## config.mk

```make
export PLATFORM = sky130hd
export DESIGN_NAME = mem_port_ctrl
export DESIGN_NICKNAME = d
export VERILOG_FILES = /design/src/hdl/mem_port_pkg.sv /design/src/hdl/mem_cycle_if.sv /design/src/hdl/wait_timer.sv /design/src/hdl/mem_cycle_engine.sv /design/src/hdl/mem_port_ctrl.sv
export SDC_FILE = /design/constraint.sdc
export NUM_CORES = 1
export LEC_CHECK = 0
export ABC_AREA = 1
export BUFFER_PORTS_ARGS = -buffer_cell sky130_fd_sc_hd__buf_2
export CAP_MARGIN = 20
export CORE_AREA = 2 2 109 121
export DETAILED_ROUTE_END_ITERATION = 8
export DIE_AREA = 0 0 111 123
export GPL_TIMING_DRIVEN = 0
export MAX_ROUTING_LAYER = met4
export PLACE_DENSITY = 0.74
export SYNTH_ARGS = -nofsm -noshare
export SYNTH_HDL_FRONTEND = slang
export SYNTH_SLANG_ARGS = --single-unit
export TNS_END_PERCENT = 100
```

## constraint.sdc

```tcl
create_clock -name clk_i -period 5.12 [get_ports clk_i]
set_input_delay 1.024 -clock clk_i [delete_from_list [all_inputs] [get_ports clk_i]]
set_output_delay 1.024 -clock clk_i [all_outputs]
set_load 0.01 [all_outputs]
```

## src/hdl/mem_port_pkg.sv

```systemverilog
// shared constants and types for the dual bank byte memory port controller
package mem_port_pkg;

   // ==================================================================
   // pin, timer and cycle counter widths
   localparam int ADDR_W = 19;
   localparam int DATA_W = 8;
   localparam int SMALL_SRAM_AW = 17;   // bank 0 small sram decodes only these bits
   localparam int TMR_W = 32;
   localparam int CNT_W = 8;

   // ==================================================================
   // user command codes
   typedef logic [1:0] op_t;
   localparam op_t OP_READ = 2'h0;
   localparam op_t OP_WRITE = 2'h1;
   localparam op_t OP_ERASE = 2'h2;
   localparam op_t OP_PROGRAM = 2'h3;

   // board fit codes
   typedef logic [1:0] board_cfg_t;
   localparam board_cfg_t CFG_SMALL_SRAM_WITH_FLASH = 2'h0;
   localparam board_cfg_t CFG_LARGE_SRAM_WITH_FLASH = 2'h1;
   localparam board_cfg_t CFG_DUAL_SRAM = 2'h2;

   // bank numbers
   localparam logic BANK0 = 1'b0;
   localparam logic BANK1 = 1'b1;

   // ==================================================================
   // flash command bytes and status layout
   localparam logic [7:0] FL_ERASE_SETUP = 8'h20;
   localparam logic [7:0] FL_ERASE_CONFIRM = 8'hd0;
   localparam logic [7:0] FL_PROGRAM_SETUP = 8'h40;
   localparam logic [7:0] FL_READ_ARRAY = 8'hff;
   localparam logic [7:0] FL_ERASED = 8'hff;
   localparam logic [7:0] FL_FAIL_MASK = 8'h38;
   localparam int FL_READY_BIT = 7;

   // ==================================================================
   // timing
   localparam int CLK_MHZ = 100;
   localparam int T_SETUP_NS = 10;
   localparam int T_STROBE_NS = 70;
   localparam int T_HOLD_NS = 10;
   localparam int ERASE_TIMEOUT_US = 20000;
   localparam int PROGRAM_TIMEOUT_US = 1000;

   // least time in ns to whole cycles, never below one
   function automatic int ceil_cycles(input int ns);
      int c;
      c = (ns * CLK_MHZ + 999) / 1000;
      return (c < 1) ? 1 : c;
   endfunction : ceil_cycles

   localparam int SETUP_CYC = ceil_cycles(T_SETUP_NS);
   localparam int STROBE_CYC = ceil_cycles(T_STROBE_NS);
   localparam int HOLD_CYC = ceil_cycles(T_HOLD_NS);
   localparam int ERASE_TIMEOUT_CYC = ERASE_TIMEOUT_US * CLK_MHZ;
   localparam int PROGRAM_TIMEOUT_CYC = PROGRAM_TIMEOUT_US * CLK_MHZ;

endpackage : mem_port_pkg

```

## src/hdl/mem_cycle_if.sv

```systemverilog
// carrier between sequencer and pin cycle engine
`timescale 1ns/1ps
interface mem_cycle_if;
   import mem_port_pkg::*;
   logic req;
   logic we;
   logic bank;
   logic [ADDR_W-1:0] addr;
   logic [DATA_W-1:0] wdata;
   logic done;
   logic [DATA_W-1:0] rdata;

   modport ctrl (output req, output we, output bank, output addr, output wdata, input done, input rdata);
   modport eng (input req, input we, input bank, input addr, input wdata, output done, output rdata);
endinterface : mem_cycle_if

```

## src/hdl/wait_timer.sv

```systemverilog
// down counter that bounds a status polling loop
`timescale 1ns/1ps
module wait_timer #(
   parameter int W = 32
) (
   // clock and reset
   input wire logic clk_i,
   input wire logic rst_n_i,
   // control
   input wire logic start_i,
   input wire logic [W-1:0] load_i,
   // status
   output logic expired_o
);
   import mem_port_pkg::*;

   logic [W-1:0] cnt_r;
   logic run_r;

   // ==================================================================
   // count down while running; expiry is a level until restarted
   always_ff @(posedge clk_i or negedge rst_n_i)
   begin
      if (!rst_n_i)
      begin
         cnt_r <= '0;
         run_r <= 1'b0;
      end
      else if (start_i)
      begin
         cnt_r <= load_i;
         run_r <= 1'b1;
      end
      else if (run_r && cnt_r != '0)
      begin
         cnt_r <= cnt_r - W'(1);
      end
   end

   assign expired_o = run_r && (cnt_r == '0);

endmodule : wait_timer

```

## src/hdl/mem_cycle_engine.sv

```systemverilog
// one asynchronous read or write cycle on the board pins
`timescale 1ns/1ps
module mem_cycle_engine (
   // clock and reset
   input wire logic clk_i,
   input wire logic rst_n_i,
   // sequencer side
   mem_cycle_if.eng cyc,
   // board pins
   output logic [mem_port_pkg::ADDR_W-1:0] byte_address_o,
   output logic bank0_select_n_o,
   output logic bank1_select_n_o,
   output logic read_strobe_n_o,
   output logic write_strobe_n_o,
   input wire logic [mem_port_pkg::DATA_W-1:0] data_bus_i,
   output logic [mem_port_pkg::DATA_W-1:0] data_bus_o,
   output logic data_bus_oe_n_o
);
   import mem_port_pkg::*;

   typedef enum logic [3:0] {
      E_IDLE = 4'b0001,
      E_SETUP = 4'b0010,
      E_STROBE = 4'b0100,
      E_HOLD = 4'b1000
   } eng_state_t;

   eng_state_t state_r;
   logic [CNT_W-1:0] cnt_r;
   logic we_r;
   logic done_r;
   logic [DATA_W-1:0] rdata_r;

   // ==================================================================
   // phase sequencer; every pin is a flip-flop so nothing glitches
   always_ff @(posedge clk_i or negedge rst_n_i)
   begin
      if (!rst_n_i)
      begin
         state_r <= E_IDLE;
         cnt_r <= '0;
         we_r <= 1'b0;
         done_r <= 1'b0;
         rdata_r <= '0;
         byte_address_o <= '0;
         bank0_select_n_o <= 1'b1;
         bank1_select_n_o <= 1'b1;
         read_strobe_n_o <= 1'b1;
         write_strobe_n_o <= 1'b1;
         data_bus_o <= '0;
         data_bus_oe_n_o <= 1'b1;
      end
      else
      begin
         done_r <= 1'b0;
         case (state_r)
            E_IDLE:
            begin
               if (cyc.req)
               begin
                  byte_address_o <= cyc.addr;
                  we_r <= cyc.we;
                  bank0_select_n_o <= !(cyc.bank == BANK0);
                  bank1_select_n_o <= !(cyc.bank == BANK1);
                  data_bus_o <= cyc.wdata;
                  data_bus_oe_n_o <= !cyc.we;
                  cnt_r <= CNT_W'(SETUP_CYC - 1);
                  state_r <= E_SETUP;
               end
            end
            E_SETUP:
            begin
               if (cnt_r == '0)
               begin
                  read_strobe_n_o <= we_r;
                  write_strobe_n_o <= !we_r;
                  cnt_r <= CNT_W'(STROBE_CYC - 1);
                  state_r <= E_STROBE;
               end
               else
               begin
                  cnt_r <= cnt_r - CNT_W'(1);
               end
            end
            E_STROBE:
            begin
               if (cnt_r == '0)
               begin
                  // byte off shared bus
                  // capture while read strobe still low
                  if (!we_r)
                  begin
                     rdata_r <= data_bus_i;
                  end
                  read_strobe_n_o <= 1'b1;
                  write_strobe_n_o <= 1'b1;
                  cnt_r <= CNT_W'(HOLD_CYC - 1);
                  state_r <= E_HOLD;
               end
               else
               begin
                  cnt_r <= cnt_r - CNT_W'(1);
               end
            end
            E_HOLD:
            begin
               if (cnt_r == '0)
               begin
                  // data held past the strobe edge, then all released
                  bank0_select_n_o <= 1'b1;
                  bank1_select_n_o <= 1'b1;
                  data_bus_oe_n_o <= 1'b1;
                  done_r <= 1'b1;
                  state_r <= E_IDLE;
               end
               else
               begin
                  cnt_r <= cnt_r - CNT_W'(1);
               end
            end
            default:
            begin
               state_r <= E_IDLE;
            end
         endcase
      end
   end

   assign cyc.done = done_r;
   assign cyc.rdata = rdata_r;

endmodule : mem_cycle_engine

```

## src/hdl/mem_port_ctrl.sv

```systemverilog
// host controller for the dual bank byte memory board
//
// Behaviour
// - bank 0 is reached only by pulling its select low.
// - bank 1, sram or flash, is reached by pulling its select low.
// - nineteen address bits and one shared eight bit two way data bus.
// - read: address, select low, read strobe low, then capture the byte.
// - write: address and data set up, select low, before the write strobe.
// - write strobe goes low then high; the byte is stored on that pulse.
// - dual sram fit has no flash; bank 1 is plain sram.
// - flash reads use the same sequence as sram reads.
// - a block is erased before any location in it is programmed; the code only checks that the byte itself reads all ones.
// - only program bytes that currently read all ones.
// - erase sequence is sent to any address inside the block.
// - after erase, poll status until done before the next sequence; the code also stops polling when ERASE_TIMEOUT runs out.
// - program sequence is sent to the byte's own address.
// - after program, poll status until done before the next program; the code also stops polling when PROGRAM_TIMEOUT runs out.
`timescale 1ns/1ps
module mem_port_ctrl #(
   parameter int ERASE_TIMEOUT = mem_port_pkg::ERASE_TIMEOUT_CYC,
   parameter int PROGRAM_TIMEOUT = mem_port_pkg::PROGRAM_TIMEOUT_CYC
) (
   // clock and reset
   input wire logic clk_i,
   input wire logic rst_n_i,
   // board fit strap
   input wire mem_port_pkg::board_cfg_t board_cfg_i,
   // user command
   input wire logic cmd_valid_i,
   output logic cmd_ready_o,
   input wire mem_port_pkg::op_t cmd_op_i,
   input wire logic cmd_bank_i,
   input wire logic [mem_port_pkg::ADDR_W-1:0] cmd_addr_i,
   input wire logic [mem_port_pkg::DATA_W-1:0] cmd_wdata_i,
   // user response
   output logic rsp_valid_o,
   output logic [mem_port_pkg::DATA_W-1:0] rsp_rdata_o,
   output logic rsp_err_o,
   // board pins
   output logic [mem_port_pkg::ADDR_W-1:0] byte_address_o,
   output logic bank0_select_n_o,
   output logic bank1_select_n_o,
   output logic read_strobe_n_o,
   output logic write_strobe_n_o,
   input wire logic [mem_port_pkg::DATA_W-1:0] data_bus_i,
   output logic [mem_port_pkg::DATA_W-1:0] data_bus_o,
   output logic data_bus_oe_n_o
);
   import mem_port_pkg::*;

   // ==================================================================
   // sequencer states
   typedef enum logic [7:0] {
      S_IDLE = 8'b0000_0001,
      S_ACCESS = 8'b0000_0010,
      S_PRECHK = 8'b0000_0100,
      S_CMD1 = 8'b0000_1000,
      S_CMD2 = 8'b0001_0000,
      S_POLL = 8'b0010_0000,
      S_RESTORE = 8'b0100_0000,
      S_RESP = 8'b1000_0000
   } seq_state_t;

   seq_state_t state_r;
   logic rst_meta_r;
   logic rst_sync_n_r;
   op_t op_r;
   logic bank_r;
   logic [ADDR_W-1:0] addr_r;
   logic [DATA_W-1:0] wdata_r;
   logic busy_r;
   logic rsp_valid_r;
   logic [DATA_W-1:0] rsp_rdata_r;
   logic rsp_err_r;
   logic tmr_start;
   logic [TMR_W-1:0] tmr_load;
   logic tmr_expired;
   logic cycle_state;
   logic flash_fitted;
   logic [ADDR_W-1:0] eff_addr;

   mem_cycle_if cyc ();

   // ==================================================================
   // reset release through two flip-flops
   always_ff @(posedge clk_i or negedge rst_n_i)
   begin
      if (!rst_n_i)
      begin
         rst_meta_r <= 1'b0;
         rst_sync_n_r <= 1'b0;
      end
      else
      begin
         rst_meta_r <= 1'b1;
         rst_sync_n_r <= rst_meta_r;
      end
   end

   // ==================================================================
   // decode helpers

   // flash only in the two flash fits
   assign flash_fitted = (board_cfg_i != CFG_DUAL_SRAM);

   // upper bits are dropped rather than left floating on the small part
   always_comb
   begin
      eff_addr = cmd_addr_i;
      if (board_cfg_i == CFG_SMALL_SRAM_WITH_FLASH && cmd_bank_i == BANK0)
      begin
         eff_addr[ADDR_W-1:SMALL_SRAM_AW] = '0;
      end
   end

   // flash operations only make sense on bank 1 with flash fitted
   function automatic logic flash_op_ok(input op_t op, input logic bank, input logic fitted);
      return (op == OP_ERASE || op == OP_PROGRAM) ? (bank == BANK1 && fitted) : 1'b1;
   endfunction : flash_op_ok

   assign cmd_ready_o = (state_r == S_IDLE) && rst_sync_n_r;

   // ==================================================================
   // cycle request to the pin engine; one cycle in flight at a time
   assign cycle_state = (state_r == S_ACCESS) || (state_r == S_PRECHK) || (state_r == S_CMD1)
                        || (state_r == S_CMD2) || (state_r == S_POLL) || (state_r == S_RESTORE);
   assign cyc.req = cycle_state && !busy_r;
   assign cyc.bank = bank_r;
   assign cyc.addr = addr_r;

   // per state choice of direction and written byte
   always_comb
   begin
      cyc.we = 1'b0;
      cyc.wdata = '0;
      case (state_r)
         S_ACCESS:
         begin
            // flash read is a plain read
            cyc.we = (op_r == OP_WRITE);
            cyc.wdata = wdata_r;
         end
         S_CMD1:
         begin
            cyc.we = 1'b1;
            cyc.wdata = (op_r == OP_ERASE) ? FL_ERASE_SETUP : FL_PROGRAM_SETUP;
         end
         S_CMD2:
         begin
            cyc.we = 1'b1;
            cyc.wdata = (op_r == OP_ERASE) ? FL_ERASE_CONFIRM : wdata_r;
         end
         S_RESTORE:
         begin
            cyc.we = 1'b1;
            cyc.wdata = FL_READ_ARRAY;
         end
         default:
         begin
            cyc.we = 1'b0;
            cyc.wdata = '0;
         end
      endcase
   end

   // in flight flag, cleared by the engine's done pulse
   always_ff @(posedge clk_i or negedge rst_sync_n_r)
   begin
      if (!rst_sync_n_r)
      begin
         busy_r <= 1'b0;
      end
      else if (cyc.done)
      begin
         busy_r <= 1'b0;
      end
      else if (cyc.req)
      begin
         busy_r <= 1'b1;
      end
   end

   // ==================================================================
   // status poll timeout; bounds a dead or absent flash
   always_comb
   begin
      tmr_start = 1'b0;
      tmr_load = '0;
      if (state_r == S_CMD2 && cyc.done)
      begin
         tmr_start = 1'b1;
         tmr_load = (op_r == OP_ERASE) ? TMR_W'(ERASE_TIMEOUT) : TMR_W'(PROGRAM_TIMEOUT);
      end
   end

   wait_timer #(
      .W(TMR_W)
   ) u_timer (
      .clk_i(clk_i),
      .rst_n_i(rst_sync_n_r),
      .start_i(tmr_start),
      .load_i(tmr_load),
      .expired_o(tmr_expired)
   );

   // ==================================================================
   // command sequencer
   always_ff @(posedge clk_i or negedge rst_sync_n_r)
   begin
      if (!rst_sync_n_r)
      begin
         state_r <= S_IDLE;
         op_r <= OP_READ;
         bank_r <= BANK0;
         addr_r <= '0;
         wdata_r <= '0;
      end
      else
      begin
         case (state_r)
            S_IDLE:
            begin
               if (cmd_valid_i)
               begin
                  op_r <= cmd_op_i;
                  bank_r <= cmd_bank_i;
                  addr_r <= eff_addr;
                  wdata_r <= cmd_wdata_i;
                  if (!flash_op_ok(cmd_op_i, cmd_bank_i, flash_fitted))
                  begin
                     state_r <= S_RESP;
                  end
                  else if (cmd_op_i == OP_PROGRAM)
                  begin
                     state_r <= S_PRECHK;
                  end
                  else if (cmd_op_i == OP_ERASE)
                  begin
                     state_r <= S_CMD1;
                  end
                  else
                  begin
                     state_r <= S_ACCESS;
                  end
               end
            end
            S_ACCESS:
            begin
               if (cyc.done)
               begin
                  state_r <= S_RESP;
               end
            end
            S_PRECHK:
            begin
               if (cyc.done)
               begin
                  state_r <= (cyc.rdata == FL_ERASED) ? S_CMD1 : S_RESP;
               end
            end
            S_CMD1:
            begin
               if (cyc.done)
               begin
                  state_r <= S_CMD2;
               end
            end
            S_CMD2:
            begin
               if (cyc.done)
               begin
                  state_r <= S_POLL;
               end
            end
            S_POLL:
            begin
               if (cyc.done && (cyc.rdata[FL_READY_BIT] || tmr_expired))
               begin
                  state_r <= S_RESTORE;
               end
            end
            S_RESTORE:
            begin
               if (cyc.done)
               begin
                  state_r <= S_RESP;
               end
            end
            S_RESP:
            begin
               state_r <= S_IDLE;
            end
            default:
            begin
               state_r <= S_IDLE;
            end
         endcase
      end
   end

   // ==================================================================
   // response: one cycle pulse while in S_RESP
   always_ff @(posedge clk_i or negedge rst_sync_n_r)
   begin
      if (!rst_sync_n_r)
      begin
         rsp_valid_r <= 1'b0;
         rsp_rdata_r <= '0;
         rsp_err_r <= 1'b0;
      end
      else
      begin
         rsp_valid_r <= 1'b0;
         if (state_r == S_IDLE && cmd_valid_i)
         begin
            rsp_err_r <= !flash_op_ok(cmd_op_i, cmd_bank_i, flash_fitted);
            rsp_rdata_r <= '0;
            rsp_valid_r <= !flash_op_ok(cmd_op_i, cmd_bank_i, flash_fitted);
         end
         else if (state_r == S_ACCESS && cyc.done)
         begin
            rsp_rdata_r <= cyc.rdata;
            rsp_valid_r <= 1'b1;
         end
         else if (state_r == S_PRECHK && cyc.done && cyc.rdata != FL_ERASED)
         begin
            rsp_rdata_r <= cyc.rdata;
            rsp_err_r <= 1'b1;
            rsp_valid_r <= 1'b1;
         end
         else if (state_r == S_POLL && cyc.done)
         begin
            // final status kept for the user
            rsp_rdata_r <= cyc.rdata;
            rsp_err_r <= !cyc.rdata[FL_READY_BIT] || ((cyc.rdata & FL_FAIL_MASK) != '0);
         end
         else if (state_r == S_RESTORE && cyc.done)
         begin
            rsp_valid_r <= 1'b1;
         end
      end
   end

   assign rsp_valid_o = rsp_valid_r;
   assign rsp_rdata_o = rsp_rdata_r;
   assign rsp_err_o = rsp_err_r;

   // ==================================================================
   // pin engine; owns every board pin
   // one select at a time
   mem_cycle_engine u_engine (
      .clk_i(clk_i),
      .rst_n_i(rst_sync_n_r),
      .cyc(cyc),
      .byte_address_o(byte_address_o),
      .bank0_select_n_o(bank0_select_n_o),
      .bank1_select_n_o(bank1_select_n_o),
      .read_strobe_n_o(read_strobe_n_o),
      .write_strobe_n_o(write_strobe_n_o),
      .data_bus_i(data_bus_i),
      .data_bus_o(data_bus_o),
      .data_bus_oe_n_o(data_bus_oe_n_o)
   );

endmodule : mem_port_ctrl

```

After elaboration in Yosys (flattened, before gate mapping) --
Index checks and enable logic that the tools add are counted.
Word-level totals: output and inout bits 43, bits in registers 138, logic and storage cells 170
Cells by class: reduce and logical (&&, ||, !) cells 51, add/subtract/negate cells 2, mux-type cells 60, bitwise operators 2, equal/unequal tests 30
Operator list (number):
- $mux W8 | 17
- $mux W32 | 2
- $pmux W8 S4 | 2
- $pmux W8 S6 | 1
- $mux W21 | 2
- $logic_not A32 Y1 | 1
- $reduce_bool A32 Y1 | 1
- $sub A32 B1 Y32 const B | 1
- $mux W4 | 6
- $mux W1 | 21
- $pmux W4 S4 | 1
- $logic_and A1 B1 Y1 | 14
- $ne A2 B1 Y1 const B | 7
- $ne A2 B2 Y1 const B | 6
- $pmux W1 S2 | 6
- $reduce_and A3 Y1 | 4
- $eq A8 B1 Y1 const B | 1
- $eq A8 B2 Y1 const B | 1
- $eq A8 B3 Y1 const B | 1
- $eq A8 B4 Y1 const B | 1
- $eq A8 B5 Y1 const B | 1
- $eq A8 B6 Y1 const B | 1
- $eq A8 B7 Y1 const B | 1
- $eq A8 B8 Y1 const B | 1
- 24 further kinds | 45

Longest topological paths before layout --
depth after elaboration 9, depth in mapped cells 11, mapped depth without buffers 11

Cells and area by module --
From an unflattened synthesis, not the netlist that was laid out.
Unflattened totals: cell total of the unflattened synthesis 1024, area, all modules 7738.7 um^2
Modules (own cells, without submodules):
- wait_timer | area each 2793.9 um^2, instances 1, cells an instance 434
- mem_port_ctrl | area each 2481.1 um^2, instances 1, cells an instance 307
- mem_cycle_engine | area each 2463.6 um^2, instances 1, cells an instance 283

Worst setup path before layout --
No wires, ideal clock.
path kind register -> output, start register rst_sync_n_r, end output port cmd_ready_o, buffers on the path 0, slack 460 ps, data arrival time 3636 ps, stages on the path, launching flop included 3, cell sequence dfrtp_1 > inv_1 > nor2_1
Between the ends: longest elaborated chain between the ends 1
RTL lines:
- start: declaration | RTL line mem_port_ctrl.sv:66 | logic rst_sync_n_r;
- start signal: assignment | RTL line mem_port_ctrl.sv:96 | rst_sync_n_r <= rst_meta_r;
- $logic_and A1 B1 Y1 | RTL line mem_port_ctrl.sv:121 | assign cmd_ready_o = (state_r == S_IDLE) && rst_sync_n_r;
- end: declaration | RTL line mem_port_ctrl.sv:30 | output logic cmd_ready_o,
No other way between the ends.

Final worst setup path --
start register state_r[0], end output port cmd_ready_o
Between the ends: longest elaborated chain between the ends 2
RTL lines:
- start: declaration | RTL line mem_port_ctrl.sv:64 | seq_state_t state_r;
- start signal: assignment | RTL line mem_port_ctrl.sv:258 | state_r <= (cyc.rdata == FL_ERASED) ? S_CMD1 : S_RESP;
- $eq A8 B1 Y1 | RTL line mem_port_ctrl.sv:121
- $logic_and A1 B1 Y1 | RTL line mem_port_ctrl.sv:121
No other way between the ends.

==> reports/qor.csv <==
stage;metric;value;unit
run_status;status;completed;
route;ant_nets;0;
floorplanning;core-area;0.0124;mm^2
global_routing;grtUsageTotal;0.278;
global_routing;grt_pass1_wl;29300;um
synthesis;ys_ff_latch;138;
timing;worst_slack;2.39;ns
flow_run;cap_violations;0;
floorplanning;die_area;0.0137;mm^2
timing;tightest_slew;0.682;ns
finish;final_nets;1040;
floorplanning;fp-row-count;43;
route;drc;0;
place;io_buffer_count;85;
synthesis;syn_area;0.00705;mm^2
worst_hold_path;hold_depth;0;
synthesis;avgSynthCellArea;7.95;um^2
timing;slew_headroom;0.546;
synthesis;synth_nets;934;
finish;drive_above_1_share;0.192;
floorplanning;io_pins;86;
power;leakagePower;4.27;nW
clocking;cts.sinks;138;
route;vias;6211;
worst_setup_path;reg2reg_to;op_r[1]$_DFFE_PN0P_;
timing;timing.final.crit_share;0.533;
timing;rsz0062_at_grt;false;
finish;final_util;0.668;
worst_setup_path;startpoint;state_r[0]$_DFFE_PN1P_;
floorplanning;die_w;111;um
worst_setup_path;crit_required;4.10;ns
timing;slew_viol_final;0;
synthesis;synthCells;887;
worst_hold_path;holdCritStartpoint;rst_meta_r$_DFF_PN0_;
worst_setup_path;cp-start-kind;register;
route;dr.pass1.iters;5;
clocking;htreeDepth;4;
synthesis;ys_seq_area_frac;0.491;
clocking;cts_tree;done;
finish;final_cell_mix;nand2_1 (254), dfrtp_1 (130), nor2_1 (97), buf_2 (96), inv_1 (87);
worst_setup_path;arrival;1.71;ns
worst_setup_path;rrSetupSlack;3.09;ns
route;viasPerCell;5.35;
finish;final_cells;1162;
timing;finalSetupViolations;0;
finish;antenna_cells;0;
timing;hold_viol;0;
worst_setup_path;cp_max_fo;5;
worst_hold_path;hold_end;rst_sync_n_r$_DFF_PN0_;
timing;min_period;2.73;ns
worst_setup_path;r2r_start;state_r[0]$_DFFE_PN1P_;
worst_setup_path;cp-end-kind;output port;
route;post_drt_wl_per_cell;15.0;um
power;powerDensity;449;mW/mm^2
global_routing;grt_pass1_vias;6057;
place;pre_cts_slack;2.84;ns
floorplanning;die_h;123;um
place;post-place-cells;1131;
timing;timing.fmax;366;MHz
clocking;hold_buffers;0;
place;finalWeightedCongestion;0.970;
global_routing;grt_max_degree;51;
worst_setup_path;crit_type;reg2out;
clocking;post_cts_resized;0;
worst_setup_path;worst-r2r-cell-count;8;
route;wl;17500;um
clocking;clk_latency;0.42;ns
global_routing;antenna_found_initial;0;
timing;skew;0.00689;ns
place;dpl.hpwl;12600;um
synthesis;synth_warnings;0;
clocking;root_buffer;clkbuf_16;
floorplanning;initial_utilization;0.567;
clocking;clk_pin_slew;0.06;ns
route;drt_iter0_drc;424;
worst_hold_path;hp-class;reg2reg;
clocking;cts_buffer_depth;2;
power;total_power;0.00373;W
power;ir_drop;0.298;mV
finish;area.growth.synth_to_final;17.7;%
synthesis;synth.distinct_cells;39;
clocking;post-cts-setup-buffer-count;0;
finish;final_common_cell;nand2_1;
global_routing;grt-ovfl-total;0;
clocking;numCtsBuffers;17;
[report_power, final]
part | leakage (nW) | internal, W | total [W] | switching, W
Sequential | 1.74 | 0.00140 | 0.00154 | 0.000146
Combinational | 2.25 | 0.000354 | 0.000977 | 0.000623
Clock | 0.284 | 0.000741 | 0.00121 | 0.000466
[metrics by stage]
stage	cell area [um^2]	hold slack, ns	setup TNS [ns]
2_1_floorplan	7050	0.331	0
3_3_place_gp	7670	0.336	-81.74
3_5_place_dp	7720	0.340	0
4_1_cts	8300	0.355	0
5_1_grt	8300	0.356	0
6_report	8300	0.352	0
[metal layers]
layer  routed length [um]  vias up  track usage
met5                    0        -            -
met4                  450        0        0.113
met3                  800       35       0.0529
met2                 8510      166        0.452
met1                 7700     2943        0.349
li1                     -     3067            -
[cells in the mapped netlist, drive strengths merged]
master  count  area, um^2
xor2       19         166
and2        2        12.5
nor2      110         460
nand2     259         990
ha          4        50.1
a31o        1        8.76
inv        89         334
nand3b      2        15.0
o21bai      3        22.5
a21oi      17        85.1
nor3        5        25.0
clkbuf      5        20.0
dfrtp     131        3280
a31oi       3        33.8
conb        1        3.75
nand4      25         169
buf        20         141
o21ai      87         462
nand3      77         410
dfstp       7         184
clkinv      1        5.00
or2         5        31.3
xnor2       6        52.6
mux2        8        90.1
[cell families (layout without fill, tap and decap cells)]
family	Yosys count	after routing	share of synthesized area
mux	8	8	0.0128
flops	138	138	0.491
buf+inv	115	233	0.0710
fa+ha+maj	4	4	0.00710
compound gates	111	111	0.0868
other cells	1	1	0.000532
xor+xnor	25	25	0.0311
simple gates	485	485	0.300
[final cells by class]
class | instances | area [um^2]
repair buffers | 87 | 473
plain buffers | 25 | 161
multi-input cells | 634 | 3090
clock buffers | 21 | 460
flip-flops and latches | 138 | 3470
fillers | 1094 | 4130
well taps | 157 | 196
inverters | 90 | 339
clock inverters | 10 | 118
[how the worst max path moves through the flow]
stage / depth (start not counted) / slack, ns / to
2_1_floorplan: 2 / 0.46 / cmd_ready_o
3_3_place_gp: 3 / -0.79 / cmd_ready_o
3_5_place_dp: 5 / 2.84 / cmd_ready_o
4_1_cts: 5 / 2.38 / cmd_ready_o
5_1_grt: 3 / 2.26 / cmd_ready_o
6_report: 5 / 2.39 / cmd_ready_o
[critical path: stages, from the launching register on]
cell and delay (ns):
dfstp_2 0.55, inv_1 0.05, nor3_1 0.17, nand3_1 0.23
nor2_1 0.14, buf_2 0.15
[sequential cells by signal (all words and copies together), names as in the netlist, 2 cells and up]
name	cells
u_timer.cnt_r	32
u_engine.cnt_r	8
wdata_r	8
u_engine.state_r	4
addr_r	19
u_engine.data_bus_o	8
op_r	2
u_engine.byte_address_o	19
rsp_rdata_o	8
u_engine.cyc.rdata	8
state_r	8
No activity file was read; power rests on OpenSTA's default activity.
